[src/diag_pkg.sv]
package diag_pkg;
  localparam int unsigned BYTE_W = 8;
  localparam int unsigned NUM_BYTES = 6;
  localparam int unsigned PARAM_W = 16;
  localparam logic [15:0] HISTORY_CLEAR_VALUE = 16'h8000;
  localparam int unsigned VAL_W = 16;
  localparam int unsigned CNT_W = 32;
  // Byte two bit positions
  localparam int unsigned B2_CYCLE = 4;
  localparam int unsigned B2_TRAVEL = 3;
  localparam int unsigned B2_TEMP_LOW = 1;
  localparam int unsigned B2_TEMP_HIGH = 0;
  // Byte three bit positions
  localparam int unsigned B3_SUPPLY = 6;
  localparam int unsigned B3_DEVIATION = 4;
  localparam int unsigned B3_VERY_LOW = 3;
  localparam int unsigned B3_VERY_HIGH = 2;
  localparam int unsigned B3_LOW = 1;
  localparam int unsigned B3_HIGH = 0;
endpackage : diag_pkg

[src/sticky_if.sv]
interface sticky_if;
  logic [7:0] live;
  logic clear;
  logic [7:0] hist;
  modport owner (output live, output clear, input hist);
  modport keeper (input live, input clear, output hist);
endinterface : sticky_if

[src/positioner_extended_diagnosis.sv]
module positioner_extended_diagnosis #(
  parameter int unsigned VAL_W = diag_pkg::VAL_W,
  parameter int unsigned CNT_W = diag_pkg::CNT_W
)
(
  input wire logic clock_i,
  input wire logic resetn_i,
  // Direct system fault and process alarm conditions
  input wire logic option_board_fault_i,
  input wire logic pot_fault_i,
  input wire logic ip_loop_broken_i,
  input wire logic actuator_out_of_range_i,
  input wire logic converter_fault_i,
  input wire logic rom_checksum_fault_i,
  input wire logic eeprom_checksum_fault_i,
  input wire logic ram_test_fault_i,
  input wire logic binary_input_active_i,
  input wire logic feedback_cal_fault_i,
  input wire logic loop_cal_fault_i,
  input wire logic config_invalid_i,
  input wire logic output_pressure_implausible_i,
  input wire logic autostart_failed_i,
  // Counters and thresholds
  input wire logic [CNT_W-1:0] stroke_cycle_count_i,
  input wire logic [CNT_W-1:0] stroke_cycle_limit_i,
  input wire logic [CNT_W-1:0] travel_sum_i,
  input wire logic [CNT_W-1:0] travel_sum_limit_i,
  // Analog readings and thresholds, unsigned codes; deviation dwell in cycles
  input wire logic [VAL_W-1:0] board_temp_i,
  input wire logic [VAL_W-1:0] board_temp_low_threshold_i,
  input wire logic [VAL_W-1:0] board_temp_high_threshold_i,
  input wire logic [VAL_W-1:0] supply_pressure_reading_i,
  input wire logic [VAL_W-1:0] supply_pressure_min_i,
  input wire logic [VAL_W-1:0] control_deviation_i,
  input wire logic [VAL_W-1:0] deviation_threshold_i,
  input wire logic [CNT_W-1:0] deviation_dwell_cycles_i,
  input wire logic [VAL_W-1:0] valve_position_i,
  input wire logic [VAL_W-1:0] position_very_low_threshold_i,
  input wire logic [VAL_W-1:0] position_very_high_threshold_i,
  input wire logic [VAL_W-1:0] position_low_threshold_i,
  input wire logic [VAL_W-1:0] position_high_threshold_i,
  // Parameter write from the master
  input wire logic history_clear_parameter_we_i,
  input wire logic [diag_pkg::PARAM_W-1:0] history_clear_parameter_i,
  // Events that announce extension data in the main diagnosis word
  input wire logic extension_event_i,
  // Diagnosis bytes and extension-available flag
  output logic [7:0] live_system_faults_o,
  output logic [7:0] live_extra_system_faults_o,
  output logic [7:0] live_process_alarms_o,
  output logic [7:0] sticky_system_faults_o,
  output logic [7:0] sticky_extra_system_faults_o,
  output logic [7:0] sticky_process_alarms_o,
  output logic extension_available_o
);

  logic [7:0] sys_nxt;
  logic [7:0] extra_nxt;
  logic [7:0] proc_nxt;
  logic [7:0] sys_r;
  logic [7:0] extra_r;
  logic [7:0] proc_r;
  logic [CNT_W-1:0] dwell_r;
  logic deviation_hit;
  logic clear_hit;
  logic ext_r;

  // ------------------------------------------------------------
  // Clear command decode
  // ------------------------------------------------------------
  assign clear_hit = history_clear_parameter_we_i
    && (history_clear_parameter_i == diag_pkg::HISTORY_CLEAR_VALUE);

  // ------------------------------------------------------------
  // Deviation dwell timer
  // ------------------------------------------------------------
  always_ff @(posedge clock_i)
  begin
    if (!resetn_i)
      dwell_r <= '0;
    else if (control_deviation_i < deviation_threshold_i)
      dwell_r <= '0;
    else if (dwell_r < deviation_dwell_cycles_i)
      dwell_r <= dwell_r + CNT_W'(1);
  end

  assign deviation_hit = (control_deviation_i >= deviation_threshold_i)
    && (dwell_r >= deviation_dwell_cycles_i);

  // ------------------------------------------------------------
  // Live condition vectors
  // ------------------------------------------------------------
  always_comb
  begin
    sys_nxt = {option_board_fault_i, pot_fault_i, ip_loop_broken_i,
      actuator_out_of_range_i, converter_fault_i, rom_checksum_fault_i,
      eeprom_checksum_fault_i, ram_test_fault_i};
    extra_nxt = {binary_input_active_i, feedback_cal_fault_i, loop_cal_fault_i,
      1'b0, 1'b0, config_invalid_i, 1'b0, 1'b0};
    extra_nxt[diag_pkg::B2_CYCLE] = stroke_cycle_count_i >= stroke_cycle_limit_i;
    extra_nxt[diag_pkg::B2_TRAVEL] = travel_sum_i >= travel_sum_limit_i;
    extra_nxt[diag_pkg::B2_TEMP_LOW] = board_temp_i < board_temp_low_threshold_i;
    extra_nxt[diag_pkg::B2_TEMP_HIGH] = board_temp_i > board_temp_high_threshold_i;
    proc_nxt = {output_pressure_implausible_i, 1'b0, autostart_failed_i,
      5'h00};
    proc_nxt[diag_pkg::B3_SUPPLY] = supply_pressure_reading_i < supply_pressure_min_i;
    proc_nxt[diag_pkg::B3_DEVIATION] = deviation_hit;
    proc_nxt[diag_pkg::B3_VERY_LOW] = valve_position_i <= position_very_low_threshold_i;
    proc_nxt[diag_pkg::B3_VERY_HIGH] = valve_position_i >= position_very_high_threshold_i;
    proc_nxt[diag_pkg::B3_LOW] = valve_position_i <= position_low_threshold_i;
    proc_nxt[diag_pkg::B3_HIGH] = valve_position_i >= position_high_threshold_i;
  end

  // ------------------------------------------------------------
  // Live bytes follow conditions each cycle
  // ------------------------------------------------------------
  always_ff @(posedge clock_i)
  begin
    if (!resetn_i)
    begin
      sys_r <= 8'h00;
      extra_r <= 8'h00;
      proc_r <= 8'h00;
    end
    else
    begin
      sys_r <= sys_nxt;
      extra_r <= extra_nxt;
      proc_r <= proc_nxt;
    end
  end

  assign live_system_faults_o = sys_r;
  assign live_extra_system_faults_o = extra_r;
  assign live_process_alarms_o = proc_r;

  // ------------------------------------------------------------
  // History bytes
  // ------------------------------------------------------------
  sticky_if hist_sys ();
  sticky_if hist_extra ();
  sticky_if hist_proc ();

  assign hist_sys.live = sys_r;
  assign hist_sys.clear = clear_hit;
  assign hist_extra.live = extra_r;
  assign hist_extra.clear = clear_hit;
  assign hist_proc.live = proc_r;
  assign hist_proc.clear = clear_hit;

  sticky_byte u_sys (
    .clock_i(clock_i),
    .resetn_i(resetn_i),
    .port_s(hist_sys.keeper)
  );
  sticky_byte u_extra (
    .clock_i(clock_i),
    .resetn_i(resetn_i),
    .port_s(hist_extra.keeper)
  );
  sticky_byte u_proc (
    .clock_i(clock_i),
    .resetn_i(resetn_i),
    .port_s(hist_proc.keeper)
  );

  assign sticky_system_faults_o = hist_sys.hist;
  assign sticky_extra_system_faults_o = hist_extra.hist;
  assign sticky_process_alarms_o = hist_proc.hist;

  // ------------------------------------------------------------
  // Extension-available flag, set wins over clear
  // ------------------------------------------------------------
  always_ff @(posedge clock_i)
  begin
    if (!resetn_i)
      ext_r <= 1'b0;
    else if (extension_event_i)
      ext_r <= 1'b1;
    else if (clear_hit)
      ext_r <= 1'b0;
  end

  assign extension_available_o = ext_r;
endmodule : positioner_extended_diagnosis

[src/sticky_byte.sv]
module sticky_byte
(
  input wire logic clock_i,
  input wire logic resetn_i,
  sticky_if.keeper port_s
);
  logic [7:0] hist_r;

  // ------------------------------------------------------------
  // History latch, set wins over clear
  // ------------------------------------------------------------
  always_ff @(posedge clock_i)
  begin
    if (!resetn_i)
      hist_r <= 8'h00;
    else if (port_s.clear)
      hist_r <= port_s.live;
    else
      hist_r <= hist_r | port_s.live;
  end

  assign port_s.hist = hist_r;
endmodule : sticky_byte

[config.mk]
export PLATFORM = sky130hd
export DESIGN_NAME = positioner_extended_diagnosis
export DESIGN_NICKNAME = d
export VERILOG_FILES = /design/src/diag_pkg.sv /design/src/sticky_if.sv /design/src/positioner_extended_diagnosis.sv /design/src/sticky_byte.sv
export SDC_FILE = /design/constraint.sdc
export NUM_CORES = 1
export LEC_CHECK = 0
export BUFFER_PORTS_ARGS = -buffer_cell sky130_fd_sc_hd__buf_2
export CELL_PAD_IN_SITES_DETAIL_PLACEMENT = 1
export CELL_PAD_IN_SITES_GLOBAL_PLACEMENT = 2
export CORE_AREA = 2 2 182 184
export CTS_BUF_LIST = sky130_fd_sc_hd__clkbuf_4
export DETAILED_ROUTE_END_ITERATION = 16
export DIE_AREA = 0 0 184 186
export PLACE_DENSITY = 0.89
export SYNTH_ARGS = -nofsm -noshare
export SYNTH_HDL_FRONTEND = slang
export SYNTH_HIERARCHICAL = 1
export SYNTH_SLANG_ARGS = --single-unit
[constraint.sdc]
create_clock -name clock_i -period 8.3 [get_ports clock_i]
set_clock_uncertainty 0.2 [all_clocks]
set_input_delay 0.415 -clock clock_i [delete_from_list [all_inputs] [get_ports clock_i]]
set_output_delay 0.415 -clock clock_i [all_outputs]
set_load 0.05 [all_outputs]
==> summary.txt <==
Run status
  – Status: completed

Min path
  – Hold WC Path Type: in -> reg
  – Hold_sp: board_temp_i[15]

Floorplan
  – Die Footprint: 34,220 µm²
  – Standard-cell rows: 66
  – Total core area: 32,210 µm²
  – Die Y: 186 µm
  – Starting density of the core: 0.2676
  – Die X: 184 µm
  – IO Pins: 435

Layout
  – Area Overhead vs Synth: 34.45%
  – Fin nets: 2,133
  – Layout cells sized above 1: 0.3022
  – Util after Layout: 0.3598

Synthesis
  – Yosys reg bits: 81
  – Synthesized area per cell: 7.988 µm²
  – Register area share after synthesis: 0.1881
  – Synth Warn #: 6
  – Number of flops mapped to enable cells by yosys: 0
  – Post-synthesis cell type count: 49
  – Cell Area, Synth: 8620 µm²
  – Ys flop type: dfxtp_1
  – Cells after Synth: 1,079
  – Syn Nets: 1,688
  – Ys async rst share: 0

STA
  – Max Fclk: 244.5 MHz
  – Tmin final: 4.091 ns
  – Setup TNS: 0 ns
  – Slew @ Worst Pin: 1.221 ns
  – Final max-slew violation count: 0
  – Worst relative slew slack: 0.1835
  – Final hold viol count: 0
  – Final worst-path cycle share: 0.4929
  – Final setup viols: 0
  – RSZ-0062 raised after global routing: no
  – Final worst slack: 4.209 ns

Global route
  – Initial antenna violation count: 10
  – Number of global-route vias before repair: 9,854
  – Gr ovfl total: 0
  – First-pass GRT wire length: 49,940 µm
  – Overall global routing resource usage: 0.1869
  – Largest net degree at the start of global routing: 57

Route
  – Metal2 WL: 17,040 µm
  – Antenna Nets Post-Route: 0
  – Via/cell ratio: 4.760
  – Metal3 WL: 1956 µm
  – Routed WL per cell: 16.76 µm
  – Routed wire length: 32,590 µm
  – DRT Pass-1 Iters: 4
  – Metal-1 WL: 13,080 µm
  – DRT iter0 DRCs: 236
  – Via Count: 9,254
  – Remaining DRCs: 0
  – DR top layer: met5

Setup path
  – Crit Path Max Fanout: 32
  – Setup crit end: dwell_r[29]$_SDFFE_PP0N_
  – CP delay by family, top: simple AND/OR/NAND/NOR gates
  – Critical-path cell list: ha_1 -> a21oi_1 -> a21oi_1 -> a211oi_1 -> nand4_1 -> or4b_2 -> a21oi_1
  – Critical Path Sink Type: flop
  – CP startpoint: dwell_r[27]$_SDFFE_PP0N_
  – Startpoint types: flop
  – Critical path's largest stage delay: 1.09 ns
  – WS Path Type: reg -> reg
  – FF-to-FF setup slack: 4.21 ns
  – Worst r2r src: dwell_r[27]$_SDFFE_PP0N_
  – FF-to-FF path depth: 7
  – Worst reg2reg endpoint: dwell_r[29]$_SDFFE_PP0N_
  – Worst EP required: 8.51 ns
  – Slowest cell on crit path: nand4_1
  – Crit path buf inv count: 0
  – CP dominant cell by count: a21oi_1
  – Critical Path AT: 4.30 ns
  – Cell count along the critical path: 7

CTS
  – CTS Buf Count: 9
  – Root Driver: clkbuf_4
  – CTS tree: yes
  – Skew-Pair Late Insertion Delay: 0.48 ns
  – CTS Buffer Depth: 2
  – CTS resizes: 0
  – H-tree Lvls: 3
  – CTS clock-pin slew for the worst setup and hold paths: 0.15 ns
  – TritonCTS Sinks: 81

Pwr
  – Peak VDD IR: 71.56 µV
  – PwrDens: 98.57 nW/µm²
  – Tot Pwr: 1.142 mW
  – Pleak: 6.740 nW

Placement
  – I/O Buffers: 434
  – Post-place setup slack: 4.114 ns
  – HPWL Detailed: 28,330 µm
  – GP Congestion: 0.8530

Job
  – Total of max-cap violations: 0
flip-flops by register name, summed over array words and instances (netlist names):
signal / cells
dwell_r: 32
extension_available_o: 1
live_extra_system_faults_o: 8
live_process_alarms_o: 8
live_system_faults_o: 8
u_extra/port_s.hist: 8
u_proc/port_s.hist: 8
u_sys/port_s.hist: 8
per-layer routing:
layer | vias up | global-route usage
met2 | 221 | 0.3494
met4 | 6 | 0.04736
met3 | 40 | 0.05537
met5 | - | 0
met1 | 4286 | 0.2056
li1 | 4701 | -
area by class of cell:
type / instances / area [µm²]
Tap cell: 408 / 510.5
Fill cell: 4083 / 20620
Sequential cell: 81 / 1622
Antenna cell: 7 / 17.52
Inverter: 227 / 852.1
Timing Repair Buffer: 452 / 2345
Clock buffer: 9 / 67.56
Multi-Input combinational cell: 753 / 6081
Clock inverter: 7 / 93.84
cell usage after synthesis, types with 3 or more instances:
master,count,area (µm²)
or3_1,10,62.56
nand2_1,40,150.1
a21oi_1,78,390.4
nor4_1,6,37.54
o31ai_1,16,120.1
o41ai_1,5,43.79
dfxtp_1,81,1622
inv_1,227,852.1
o21a_1,35,262.8
nor2_1,24,90.09
clkbuf_2,3,15.01
nor2b_1,34,212.7
a211oi_1,10,75.07
or4_1,19,142.6
ha_1,223,2790
nand4_1,42,262.8
and3_1,7,43.79
a211o_1,5,43.79
o21ai_0,40,200.2
nand3_1,23,115.1
nor3_1,12,60.06
clkbuf_1,11,41.29
buf_2,4,20.02
a21o_1,55,412.9
and2_1,15,93.84
a2111oi_0,3,26.28
nand2b_1,10,62.56
o211ai_1,10,75.07
logic make-up after synthesis:
group | count (synthesis) | synth area share
compound gates | 271 | 0.2060
simple gates | 256 | 0.1713
buf+inv | 245 | 0.1077
fa+ha+maj | 223 | 0.3237
flops | 81 | 0.1881
xor+xnor | 2 | 0.002033
mux | 1 | 0.001161
timing repair:
item	in CTS	in global routing
buffers inserted	0	0
endpoints found under the hold margin	15	0
hold buffers	15	0
metrics by stage:
stage,std cells,hold WS [ns],cell area [µm²]
global route,1943,0.09234,11590
global placement,1906,0.2419,11260
CTS,1937,0.07050,11570
floorplan,1079,0.2556,8620
detailed placement,1906,0.2523,11260
finish,1944,0.1380,11590
worst min-delay path, cell delays in order:
cell,delay (ns)
buf_2,0.10
ha_1,0.13
nand4b_1,0.11
a21oi_1,0.04
report_power, final:
| group | internal [mW] | switching [mW] | total [mW] |
|---|---|---|---|
| registers | 0.406 | 0.00947 | 0.416 |
| clock network | 0.122 | 0.164 | 0.286 |
| logic | 0.199 | 0.242 | 0.441 |
| total | 0.727 | 0.415 | 1.14 |
layout by cell type (no fill, tap or decap), types with 3 or more instances in the layout:
cell type / netlist / final
diode_2: 0 / 7
a21oi_1: 78 / 78
o21a_1: 35 / 35
dfxtp_1: 81 / 81
buf_2: 4 / 434
a2111oi_0: 3 / 3
o31ai_1: 16 / 16
nand4_1: 42 / 42
and3_1: 7 / 7
o21ai_0: 40 / 40
nor3_1: 12 / 11
nand3_1: 23 / 23
a211o_1: 5 / 5
o41ai_1: 5 / 5
nand2b_1: 10 / 10
inv_1: 227 / 227
and2_1: 15 / 15
nor2b_1: 34 / 34
nor4_1: 6 / 6
or4_1: 19 / 19
dlygate4sd3_1: 0 / 15
nor2_1: 24 / 24
a211oi_1: 10 / 10
ha_1: 223 / 223
buf_4: 0 / 3
clkbuf_4: 0 / 9
o211ai_1: 10 / 10
nand2_1: 40 / 40
a21o_1: 55 / 55
or3_1: 10 / 10
worst min-delay path by stage:
stage | end | slack, ns | depth (start not counted)
global placement | u_sys/port_s.hist[1]$_SDFF_PN0_ | 0.24 | 1
CTS | live_extra_system_faults_o[1]$_SDFF_PN0_ | 0.07 | 4
global route | live_process_alarms_o[6]$_SDFF_PN0_ | 0.09 | 4
detailed placement | u_sys/port_s.hist[0]$_SDFF_PN0_ | 0.25 | 1
finish | live_extra_system_faults_o[1]$_SDFF_PN0_ | 0.14 | 4
floorplan | dwell_r[31]$_SDFFE_PP0N_ | 0.26 | 2
No activity file was read; power rests on OpenSTA's default activity.
